**src/core/pcs_regs.svh**
```systemverilog
// Address, width and depth constants of the program sequencer
`ifndef PCS_REGS_SVH
`define PCS_REGS_SVH
`define PCS_PC_W        11
`define PCS_WORD_W      14
`define PCS_SHORT_W     8
`define PCS_STACK_DEPTH 8
`define PCS_PC_ONE      11'h001
`define PCS_PC_TWO      11'h002
`define PCS_RESET_VEC   11'h000
`define PCS_SWI_VEC     11'h001
`define PCS_HWI_VEC     11'h008
`define PCS_PRESET_LO   11'h00E
`define PCS_PRESET_HI   11'h00F
`define PCS_RSVD_LO     11'h7FE
`define PCS_WORD_ZERO   14'h0000
`endif

```
**src/core/pcs_pkg.sv**
```systemverilog
// Types shared by the program sequencer modules
`default_nettype none
`include "pcs_regs.svh"
package pcs_pkg;
  typedef logic [`PCS_PC_W-1:0]   pcs_addr_t;
  typedef logic [`PCS_WORD_W-1:0] pcs_word_t;

  // Flow control operations issued by instruction decode
  typedef enum logic [3:0] {
    PCS_OP_SEQ,
    PCS_OP_SKIP,
    PCS_OP_SHORT_JUMP,
    PCS_OP_SHORT_CALL,
    PCS_OP_LONG_JUMP,
    PCS_OP_LONG_CALL,
    PCS_OP_PLAIN_RETURN,
    PCS_OP_RETURN_WITH_LITERAL,
    PCS_OP_RETURN_FROM_INTERRUPT,
    PCS_OP_SOFT_INT,
    PCS_OP_HW_INT
  } pcs_op_t;

  // One command of one instruction cycle
  typedef struct packed {
    pcs_op_t   op;
    pcs_addr_t target;
  } pcs_cmd_t;

  // Sequencer state
  typedef struct packed {
    pcs_addr_t program_counter;
    logic      bubble;
    logic      released;
    pcs_word_t word;
  } pcs_core_t;
endpackage : pcs_pkg
`default_nettype wire

```
**src/core/pcs_stack.sv**
```systemverilog
// Circular hardware return stack
`timescale 1ns/1ps
`default_nettype none
`include "pcs_regs.svh"
module pcs_stack #(
  parameter int unsigned DEPTH = `PCS_STACK_DEPTH
) (
  // Clock and reset
  input  wire logic              sys_clk_i,
  input  wire logic              reset_i,
  // Stack operations
  input  wire logic              push_i,
  input  wire logic              pop_i,
  input  wire pcs_pkg::pcs_addr_t push_addr_i,
  output pcs_pkg::pcs_addr_t     top_o
);
  localparam int unsigned PW = $clog2(DEPTH);

  typedef struct packed {
    logic [PW-1:0]                  ptr;
    logic [DEPTH-1:0][`PCS_PC_W-1:0] entry;
  } pcs_stk_t;

  pcs_stk_t stk_ff;
  pcs_stk_t nxt_stk;

  // Top entry seen by the sequencer
  assign top_o = stk_ff.entry[stk_ff.ptr];

  // Pointer wraps, so a push onto a full stack overwrites the oldest entry
  always_comb begin
    nxt_stk = stk_ff;
    if (push_i) begin
      nxt_stk.ptr                = stk_ff.ptr + PW'(1); // RQ12
      nxt_stk.entry[nxt_stk.ptr] = push_addr_i;          // RQ7
    end else if (pop_i) begin
      nxt_stk.ptr = stk_ff.ptr - PW'(1);                 // RQ8
    end
  end

  // State register
  always_ff @(posedge sys_clk_i) begin
    if (reset_i) begin
      stk_ff <= '0;
    end else begin
      stk_ff <= nxt_stk;
    end
  end

  a_push_top : assert property (@(posedge sys_clk_i) disable iff (reset_i) // RQ7
    push_i |=> top_o == $past(push_addr_i))
    else $error("pushed address not on top");
  a_wrap_oldest : assert property (@(posedge sys_clk_i) disable iff (reset_i) // RQ12
    push_i |=> stk_ff.ptr == $past(stk_ff.ptr) + PW'(1))
    else $error("stack pointer did not advance on push");
endmodule : pcs_stack
`default_nettype wire

```
**src/core/pcs_top.sv**
```systemverilog
// Program counter and return stack sequencer
//
// Contract
// RQ1 - Program counter is 11 bits wide, covering all 2K program words.
// RQ2 - Power-on reset loads program counter with 0x000; fetching starts there.
// RQ3 - A software interrupt redirects execution to address 0x001.
// RQ4 - Every hardware interrupt redirects execution to the shared vector 0x008.
// RQ5 - Short jump and short call reach only 256 program locations.
// RQ6 - Long call and long jump reach any program location.
// RQ7 - Calls and interrupts push the next program word address onto the stack.
// RQ8 - Plain return, literal return and interrupt return pop the top into counter.
// RQ9 - Loader keeps code out of reserved words 0x7FE to 0x7FF.
// RQ10 - Words 0x00E to 0x00F hold a preset code until released for use.
// RQ11 - Instructions take one cycle; branches and skips take two cycles.
// RQ12 - Stack is eight deep; a full push overwrites the oldest, no flag.
// RQ13 - Short forms place the 8-bit target low and clear the upper bits.
`timescale 1ns/1ps
`default_nettype none
`include "pcs_regs.svh"
module pcs_top #(
  parameter int unsigned       DEPTH       = `PCS_STACK_DEPTH,
  parameter pcs_pkg::pcs_word_t PRESET_LO  = 14'h2A5, // Arbitrary preset code value
  parameter pcs_pkg::pcs_word_t PRESET_HI  = 14'h15A  // Arbitrary preset code value
) (
  // Clock and reset
  input  wire logic               sys_clk_i,
  input  wire logic               reset_i,
  // Instruction decode command
  input  wire logic               cmd_valid_i,
  input  wire pcs_pkg::pcs_cmd_t  cmd_i,
  // Preset code release
  input  wire logic               release_i,
  // Program memory
  input  wire pcs_pkg::pcs_word_t mem_word_i,
  output pcs_pkg::pcs_addr_t      fetch_addr_o,
  output pcs_pkg::pcs_word_t      word_o,
  // Status
  output logic                    bubble_o,
  output logic                    released_o
);
  // ****************************************************************
  // Decoding helpers
  // ****************************************************************

  // Operations that take a second instruction cycle
  function automatic logic pcs_two_cycle(input pcs_pkg::pcs_op_t op);
    pcs_two_cycle = (op != pcs_pkg::PCS_OP_SEQ);
  endfunction : pcs_two_cycle

  // Operations that pop the return stack
  function automatic logic pcs_is_return(input pcs_pkg::pcs_op_t op);
    pcs_is_return = (op == pcs_pkg::PCS_OP_PLAIN_RETURN) ||
                    (op == pcs_pkg::PCS_OP_RETURN_WITH_LITERAL) ||
                    (op == pcs_pkg::PCS_OP_RETURN_FROM_INTERRUPT);
  endfunction : pcs_is_return

  // Operations that push the return stack
  function automatic logic pcs_is_push(input pcs_pkg::pcs_op_t op);
    pcs_is_push = (op == pcs_pkg::PCS_OP_SHORT_CALL) ||
                  (op == pcs_pkg::PCS_OP_LONG_CALL) ||
                  (op == pcs_pkg::PCS_OP_SOFT_INT) ||
                  (op == pcs_pkg::PCS_OP_HW_INT);
  endfunction : pcs_is_push

  // Short target: low bits from the command, upper bits cleared
  function automatic pcs_pkg::pcs_addr_t pcs_short(input pcs_pkg::pcs_addr_t t);
    pcs_short = {{(`PCS_PC_W - `PCS_SHORT_W){1'b0}}, t[`PCS_SHORT_W-1:0]};
  endfunction : pcs_short

  // ****************************************************************
  // State
  // ****************************************************************

  pcs_pkg::pcs_core_t core_ff;
  pcs_pkg::pcs_core_t nxt_core;
  pcs_pkg::pcs_addr_t stack_top;
  pcs_pkg::pcs_addr_t ret_addr;
  logic               push;
  logic               pop;
  logic               take;

  // Return address is the word after the current one
  assign ret_addr = core_ff.program_counter + `PCS_PC_ONE;
  assign take     = cmd_valid_i && !core_ff.bubble;

  // Next state of counter, bubble, release flag and fetched word
  always_comb begin
    nxt_core = core_ff;
    push     = 1'b0;
    pop      = 1'b0;
    if (release_i) begin
      nxt_core.released = 1'b1;
    end
    // Preset words overlay memory until released
    if (!core_ff.released && (core_ff.program_counter == `PCS_PRESET_LO)) begin
      nxt_core.word = PRESET_LO; // RQ10
    end else if (!core_ff.released && (core_ff.program_counter == `PCS_PRESET_HI)) begin
      nxt_core.word = PRESET_HI; // RQ10
    end else begin
      nxt_core.word = mem_word_i;
    end
    if (cmd_valid_i && core_ff.bubble) begin
      nxt_core.bubble = 1'b0; // RQ11
    end else if (take) begin
      nxt_core.bubble = pcs_two_cycle(cmd_i.op); // RQ11
      push            = pcs_is_push(cmd_i.op);  // RQ7
      pop             = pcs_is_return(cmd_i.op); // RQ8
      case (cmd_i.op)
        pcs_pkg::PCS_OP_SEQ: begin
          nxt_core.program_counter = ret_addr; // RQ11
        end
        pcs_pkg::PCS_OP_SKIP: begin
          nxt_core.program_counter = core_ff.program_counter + `PCS_PC_TWO;
        end
        pcs_pkg::PCS_OP_SHORT_JUMP, pcs_pkg::PCS_OP_SHORT_CALL: begin
          nxt_core.program_counter = pcs_short(cmd_i.target); // RQ5 RQ13
        end
        pcs_pkg::PCS_OP_LONG_JUMP, pcs_pkg::PCS_OP_LONG_CALL: begin
          nxt_core.program_counter = cmd_i.target; // RQ6
        end
        pcs_pkg::PCS_OP_PLAIN_RETURN, pcs_pkg::PCS_OP_RETURN_WITH_LITERAL,
        pcs_pkg::PCS_OP_RETURN_FROM_INTERRUPT: begin
          nxt_core.program_counter = stack_top; // RQ8
        end
        pcs_pkg::PCS_OP_SOFT_INT: begin
          nxt_core.program_counter = `PCS_SWI_VEC; // RQ3
        end
        pcs_pkg::PCS_OP_HW_INT: begin
          nxt_core.program_counter = `PCS_HWI_VEC; // RQ4
        end
        default: begin
          nxt_core.program_counter = ret_addr;
        end
      endcase
    end
  end

  // State register; reset vector and preset code held
  always_ff @(posedge sys_clk_i) begin
    if (reset_i) begin
      core_ff.program_counter <= `PCS_RESET_VEC; // RQ1 RQ2
      core_ff.bubble          <= 1'b0;
      core_ff.released        <= 1'b0;
      core_ff.word            <= `PCS_WORD_ZERO;
    end else begin
      core_ff <= nxt_core;
    end
  end

  // ****************************************************************
  // Return stack
  // ****************************************************************

  pcs_stack #(
    .DEPTH       (DEPTH)
  ) u_stack (
    .sys_clk_i   (sys_clk_i),
    .reset_i     (reset_i),
    .push_i      (push),
    .pop_i       (pop),
    .push_addr_i (ret_addr),
    .top_o       (stack_top)
  );

  // Outputs straight from state
  assign fetch_addr_o = core_ff.program_counter;
  assign word_o       = core_ff.word;
  assign bubble_o     = core_ff.bubble;
  assign released_o   = core_ff.released;

  // ****************************************************************
  // Assertions
  // ****************************************************************

  a_reset_vector : assert property (@(posedge sys_clk_i) // RQ2
    reset_i |=> fetch_addr_o == `PCS_RESET_VEC && !bubble_o)
    else $error("reset did not load address zero");
  a_soft_vector : assert property (@(posedge sys_clk_i) disable iff (reset_i) // RQ3
    take && cmd_i.op == pcs_pkg::PCS_OP_SOFT_INT |=> fetch_addr_o == `PCS_SWI_VEC)
    else $error("software interrupt vector wrong");
  a_hw_vector : assert property (@(posedge sys_clk_i) disable iff (reset_i) // RQ4
    take && cmd_i.op == pcs_pkg::PCS_OP_HW_INT |=> fetch_addr_o == `PCS_HWI_VEC)
    else $error("hardware interrupt vector wrong");
  a_short_reach : assert property (@(posedge sys_clk_i) disable iff (reset_i) // RQ5
    take && (cmd_i.op == pcs_pkg::PCS_OP_SHORT_JUMP || cmd_i.op == pcs_pkg::PCS_OP_SHORT_CALL)
    |=> fetch_addr_o == pcs_short($past(cmd_i.target)))
    else $error("short branch target wrong");
  a_long_reach : assert property (@(posedge sys_clk_i) disable iff (reset_i) // RQ6
    take && (cmd_i.op == pcs_pkg::PCS_OP_LONG_JUMP || cmd_i.op == pcs_pkg::PCS_OP_LONG_CALL)
    |=> fetch_addr_o == $past(cmd_i.target))
    else $error("long branch target wrong");
  a_call_return : assert property (@(posedge sys_clk_i) disable iff (reset_i) // RQ7
    take && cmd_i.op == pcs_pkg::PCS_OP_LONG_CALL
    ##1 cmd_valid_i ##1 take && cmd_i.op == pcs_pkg::PCS_OP_PLAIN_RETURN
    |=> fetch_addr_o == $past(fetch_addr_o, 3) + `PCS_PC_ONE)
    else $error("return did not come back after call");
  a_pop_load : assert property (@(posedge sys_clk_i) disable iff (reset_i) // RQ8
    take && pcs_is_return(cmd_i.op) |=> fetch_addr_o == $past(stack_top))
    else $error("return did not load stack top");
  a_preset_word : assert property (@(posedge sys_clk_i) disable iff (reset_i) // RQ10
    !released_o && fetch_addr_o == `PCS_PRESET_LO && !release_i |=> word_o == PRESET_LO)
    else $error("preset code not presented");
  a_one_cycle : assert property (@(posedge sys_clk_i) disable iff (reset_i) // RQ11
    take && cmd_i.op == pcs_pkg::PCS_OP_SEQ |=> !bubble_o && fetch_addr_o == $past(fetch_addr_o) + `PCS_PC_ONE)
    else $error("sequential step wrong");
  a_two_cycle : assert property (@(posedge sys_clk_i) disable iff (reset_i) // RQ11
    take && pcs_two_cycle(cmd_i.op) |=> bubble_o)
    else $error("branch bubble not raised");
  a_bubble_clear : assert property (@(posedge sys_clk_i) disable iff (reset_i) // RQ11
    bubble_o && cmd_valid_i |=> !bubble_o && $stable(fetch_addr_o))
    else $error("second branch cycle did not clear the bubble");
  a_bubble_hold : assert property (@(posedge sys_clk_i) disable iff (reset_i) // RQ11
    bubble_o && !cmd_valid_i |=> bubble_o && $stable(fetch_addr_o))
    else $error("bubble or counter moved without a strobe");
  a_skip_two : assert property (@(posedge sys_clk_i) disable iff (reset_i) // RQ11
    take && cmd_i.op == pcs_pkg::PCS_OP_SKIP |=> fetch_addr_o == $past(fetch_addr_o) + `PCS_PC_TWO)
    else $error("skip did not pass one word");

  c_call : cover property (@(posedge sys_clk_i) disable iff (reset_i)
    take && cmd_i.op == pcs_pkg::PCS_OP_SHORT_CALL);
  c_hw_int : cover property (@(posedge sys_clk_i) disable iff (reset_i)
    take && cmd_i.op == pcs_pkg::PCS_OP_HW_INT);
  c_return : cover property (@(posedge sys_clk_i) disable iff (reset_i)
    take && cmd_i.op == pcs_pkg::PCS_OP_RETURN_FROM_INTERRUPT);
  c_release : cover property (@(posedge sys_clk_i) disable iff (reset_i)
    $rose(released_o));
endmodule : pcs_top
`default_nettype wire

```
**config.mk**
```make
export PLATFORM = sky130hd
export DESIGN_NAME = pcs_top
export DESIGN_NICKNAME = d
export VERILOG_FILES = /design/src/core/pcs_pkg.sv /design/src/core/pcs_stack.sv /design/src/core/pcs_top.sv
export VERILOG_INCLUDE_DIRS = /design/src /design/src/core
export SDC_FILE = /design/constraint.sdc
export NUM_CORES = 1
export LEC_CHECK = 0
export ABC_AREA = 1
export BUFFER_PORTS_ARGS = -buffer_cell sky130_fd_sc_hd__buf_2
export CAP_MARGIN = 20
export CORE_MARGIN = 3
export CORE_UTILIZATION = 45
export CTS_BUF_LIST = sky130_fd_sc_hd__clkbuf_4 sky130_fd_sc_hd__clkbuf_8 sky130_fd_sc_hd__clkbuf_16
export DETAILED_ROUTE_END_ITERATION = 16
export PLACE_DENSITY = 0.74
export SETUP_SLACK_MARGIN = 0.1
export SLEW_MARGIN = 40
export SYNTH_ARGS = -nofsm -noshare
export SYNTH_HDL_FRONTEND = slang
export SYNTH_SLANG_ARGS = --single-unit
```
**constraint.sdc**
```tcl
create_clock -name sys_clk_i -period 4 [get_ports sys_clk_i]
set_clock_uncertainty 0.2 [all_clocks]
set_input_delay 0.6 -clock sys_clk_i [delete_from_list [all_inputs] [get_ports sys_clk_i]]
set_output_delay 0.6 -clock sys_clk_i [all_outputs]
set_load 0.02 [all_outputs]
```
---- Word-level counts from Yosys, hierarchy flattened ----
Index checks and enable logic that the tools add are counted.
operators by class
  bitwise logic cells ..................... 1
  reduce and logical (&&, ||, !) cells .... 21
  equality and inequality tests ........... 12
  muxes and demuxes ....................... 14
  $lt $le $gt $ge ......................... 3
  add/subtract/negate cells ............... 4
operators with widths
  cell                     count
  $bwmux W88               1
  $pmux W11 S6             1
  $bmux W11 S3             1
  $demux W11 S3            1
  $eq A11 B4 Y1 const B    2
  $mux W11                 2
  $mux W10                 2
  $eq A4 B3 Y1 const B     4
  $eq A4 B4 Y1 const B     3
  $add A11 B1 Y11 const B  1
  $add A11 B2 Y11 const B  1
  $eq A4 B2 Y1 const B     2
  $lt A3 B4 Y1 const B     2
  $reduce_or A2 Y1         4
  $mux W3                  2
  $reduce_or A3 Y1         2
  $logic_and A1 B1 Y1      5
  $logic_or A1 B1 Y1       5
  $eq A4 B1 Y1 const B     1
  $mux W1                  4
  $reduce_bool A4 Y1       1
  $add A3 B1 Y3 const B    1
  $ge A3 B1 Y1 const B     1
  $sub A3 B1 Y3 const B    1
  other kinds (4)          5
word-level totals
  word-level logic and storage cells ...... 70
  output and inout bits ................... 27
  flip-flop bits (word level) ............. 118
  bits of input ports ..................... 33

---- Longest topological paths before layout ----
  depth after elaboration ................. 7
  depth in mapped cells ................... 13
  depth with buffers taken out ............ 11

---- Cells and area by module ----
From an unflattened synthesis, not the netlist that was laid out.
unflattened totals
  cells, all modules ...................... 1093
  area total of the unflattened synthesis .. 6686.4 um2
modules (own cells, without submodules)
  module     instances  area each (um2)  cells an instance  seq. area each (um2)
  pcs_stack  1          4983.5           813                1821.7
  pcs_top    1          1702.9           280                540.5

---- Least setup slack after synthesis ----
No wires, ideal clock.
  path kind ............................... register to register
  from .................................... register u_stack.stk_ff[88] (netlist bit)
  to ...................................... register u_stack.stk_ff[15] (netlist bit)
  data required time ...................... 3.681 ns
  stages on the path, launching flop included .. 12
  clock period less this slack ............ 2.280 ns
  arrival time ............................ 1.961 ns
  setup time .............................. 0.119 ns
  path buffers ............................ 3
  path slack .............................. 1.720 ns
  cell sequence ........................... dfxtp_1 -> buf_4 -> clkinv_1 -> clkbuf_1 -> ha_1 -> inv_1 -> nand2_1 -> nor2_1 -> clkbuf_1 -> nand3_1 -> nand2_1 -> a21oi_1
between the ends
  longest elaborated chain between the ends .. 6
  elaborated cells between the ends (all ways) .. 7
  classes of those cells .................. add/sub (1); order compare (2); mux (3); reduce/logical (1)
ends and longest elaborated chain
  element                                                             line             source
  from (decl)                                                         pcs_stack.sv:24  pcs_stk_t stk_ff;
  from (signal assigned)                                              pcs_stack.sv:46  stk_ff <= nxt_stk;
  $add A3 B1 Y3 *                                                     pcs_stack.sv:34  nxt_stk.ptr = stk_ff.ptr + PW'(1);
  $lt A3 B4 Y1 (not written as such) or $ge A3 B1 Y1 (tied branches)  pcs_stack.sv:35  nxt_stk.entry[nxt_stk.ptr] = push_addr_i;
  $logic_and A1 B1 Y1 (not written as such)                           pcs_stack.sv:35
  $mux W11 (not written as such)                                      pcs_stack.sv:35
  $demux W11 S3 *                                                     --
  $bwmux W88 *                                                        pcs_stack.sv:35
Mark *: on every way between the ends. The rest lies on a longest branch, timed or not.
A chain may end at the register's enable or synchronous reset.

---- Worst setup path in the final report ----
  from .................................... register u_stack.stk_ff[89] (netlist bit)
  to ...................................... register u_stack.stk_ff[34] (netlist bit)
Same word-level chain as after synthesis.

==> results by group <==
Clocking
  • Inserted Clock Buffers: 17
  • CTS clk-pin slew, worst paths: 50 ps
  • # clock sinks: 118
  • Clk_lat worst skew: 420 ps
  • H-tree Lvls: 4
  • Clk buf depth: 2
  • Hold_buf cts: 0
  • Clock root buffer: clkbuf_16
  • Resize count post-CTS: 0
  • TritonCTS clock tree: built
  • Post-CTS Setup Inserts: 0

Routing
  • DR iter-0 viols: 637
  • Routed wire length per instance: 15.4 um
  • Via count: 6,265
  • DR pass1 iterations: 7
  • Via-per-instance ratio: 5.41
  • # DRC: 0
  • Routed WL: 17,900 um
  • Antenna violation net count after detailed routing: 0

Worst setup path
  • Slowest stage delay, CP: 560 ps
  • Worst path slowest cell: nand3_1
  • Worst Path Arrival: 3080 ps
  • Crit Path Max Fanout: 29
  • CP Launch Point: u_stack.stk_ff[89]$_SDFFE_PP0P_
  • Setup CP Type: reg -> reg
  • Crit path max-delay family: simple AND/OR/NAND/NOR gates
  • Cell with the most instances on the worst path: nand2_1
  • WP buf/inv: 1
  • Reg2reg start: u_stack.stk_ff[89]$_SDFFE_PP0P_
  • Crit. End Element: register
  • Worst EP required: 4140 ps
  • Critical Path, Cell by Cell: buf_4 > ha_1 > nand2_1 > nand2_1 > nand2_1 > nor2_4 > nand3_1 > or2_0 > a21oi_1
  • CP Launch Type: register

Finish
  • Syn-to-layout area delta: 14.7%
  • Multi-input logic area: 0.00312 mm^2
  • Non-Filler Instances: 1,159
  • Nets: 1,012
  • Share of cells above drive strength 1: 0.128
  • Final design utilization: 0.541
  • Filler Cells Inserted: 1,256
  • Register area: 0.00236 mm^2
  • # diodes: 0

GRT
  • Total grt overflow: 0
  • Met2 Track Usage GR: 0.366
  • GRT Total Usage: 0.242
  • Met1 GRT Util: 0.339
  • Largest net degree at the start of global routing: 87
  • Number of global-route vias before repair: 5,554
  • Global-route met3 utilization: 0.0447
  • Global-route wire length before repair: 28,600 um
  • GRT busiest layer: met2
  • Antenna violations before repair: 0

Pwr
  • Combinational share of power: 0.128
  • Switch Pwr: 0.856 mW
  • Power Density: 451 mW/mm^2
  • Clk pwr share: 0.485
  • Internal cell power: 2.31 mW
  • Switching Fraction: 0.270
  • Final Power: 3.17 mW
  • P_leak: 2.88 nW
  • Share of power burned in registers: 0.388
  • Max rail drop VDD: 0.228 mV

Die
  • IO Pins: 60
  • Core Rows: 41
  • Die height: 123 um
  • DIE WIDTH: 123 um
  • Initial Util: 0.472
  • Core area: 0.0130 mm^2
  • Die area: 0.0150 mm^2

Place
  • Inst Count DP: 1,127
  • Post-detail-place hpwl: 11,400 um
  • RD Place Congestion: 0.905
  • Port Buf Inserts: 59

Logic synthesis
  • Top cells by area, synth: dfxtp_1 (39%), nand2_1 (18%), nand3_1 (14%)
  • Commonest cells in the netlist: nand2_1 (290), nand3_1 (168), a21oi_1 (126)
  • Syn_nets: 980
  • Cell taking the most area after synthesis: dfxtp_1
  • Async SR Flop Fraction: 0
  • YS warnings: 0
  • Mean post-synth cell area: 6.50 um^2
  • Top cell type's share of synthesized area: 0.386
  • Synth cell types: 28
  • Post-synth EDFFs: 0
  • Seq/Total Area, Yosys: 0.386
  • Most common cell in the synthesized netlist: nand2_1
  • Cell Area, Synth: 0.00612 mm^2
  • Synth Flop Type: dfxtp_1
  • Syn Inst Count: 942
  • Number of synthesized register bits: 118

STA
  • Slew headroom: 0.517
  • Worst-margin pin slew: 723 ps
  • Final worst-path cycle share: 0.736
  • Fmax achieved: 340 MHz
  • Setup TNS: 0 ps
  • Final setup fails: 0
  • Period minus WS final: 2940 ps
  • Worst hold slack: 186 ps
  • RSZ-0062 raised after global routing: false
  • Final hold viol count: 0
  • Final Max Slew Viols: 0

Min path
  • Min-delay src: release_i
  • Hold Crit Class: in -> reg

Run
  • Max-cap violations: 0

Status
  • Outcome: finished clean
==> per-stage QoR <==
step,area (um^2),worst slack (ps)
after detailed placement,6420,1000
after global placement,6390,1060
after global routing,7020,950
final,7020,1060
after floorplan,6120,1720
after CTS,7020,1150
==> cell type report <==
type,instances,area share
flip-flops and latches,118,0.337
multi-input cells,683,0.445
repair buffers,75,0.0597
inverters,79,0.0423
clock buffers,23,0.0715
clock inverters,9,0.0139
well taps,172,0.0307
==> kinds of logic after synthesis <==
family | synth area share
fa+ha+maj | 0.0102
compound gates | 0.115
xor+xnor | 0.0112
simple gates | 0.370
buf+inv | 0.107
flops | 0.386
==> worst paths after layout <==
check                                                        to  slack, ps  cells after the start
worst max-delay path            u_stack.stk_ff[34]$_SDFFE_PP0P_       1060                      9
worst min-delay path                    released_o$_SDFFE_PP0P_        190                      3
worst max register to register  u_stack.stk_ff[34]$_SDFFE_PP0P_       1060                      9
worst min register to register  u_stack.stk_ff[81]$_SDFFE_PP0P_        240                      2
==> cells in the final DEF (no fill, tap or decap), types with 4 or more instances in the layout <==
cell type / count
o21ai_0: 14
inv_1: 74
clkbuf_16: 17
buf_4: 15
a21oi_1: 126
xor2_2: 4
nand4_1: 5
clkinv_2: 6
nand2_1: 290
nand3_1: 168
nor2_1: 49
nand2_2: 5
ha_1: 5
buf_2: 59
dfxtp_1: 117
clkbuf_8: 5
==> sequential cells by signal (all words and copies together), names as in the netlist <==
register        cells
fetch_addr_o       11
word_o             14
u_stack.stk_ff     91
bubble_o            1
released_o          1
==> worst min-delay path, stage by stage <==
cell	delay (ps)
buf_2	70
nor2_1	30
nor2_1	60
==> layer usage <==
metal  vias up  wire length (um)  part of all wire
met2       288              8010              0.45
met5         -                 0                 0
met1      2835              7860              0.44
met3        43              1480             0.083
met4         0               526             0.029
li1       3099                 -                 -
==> power by group through the flow <==
stage	Sequential [mW]	Clock, mW	Combinational (mW)
after global routing	1.23	1.60	0.439
after global placement	1.25	0	0.392
final	1.23	1.54	0.404
after floorplan	1.26	0	0.258
after CTS	1.23	1.54	0.395
after detailed placement	1.25	0	0.392
No activity file was read; power rests on OpenSTA's default activity.
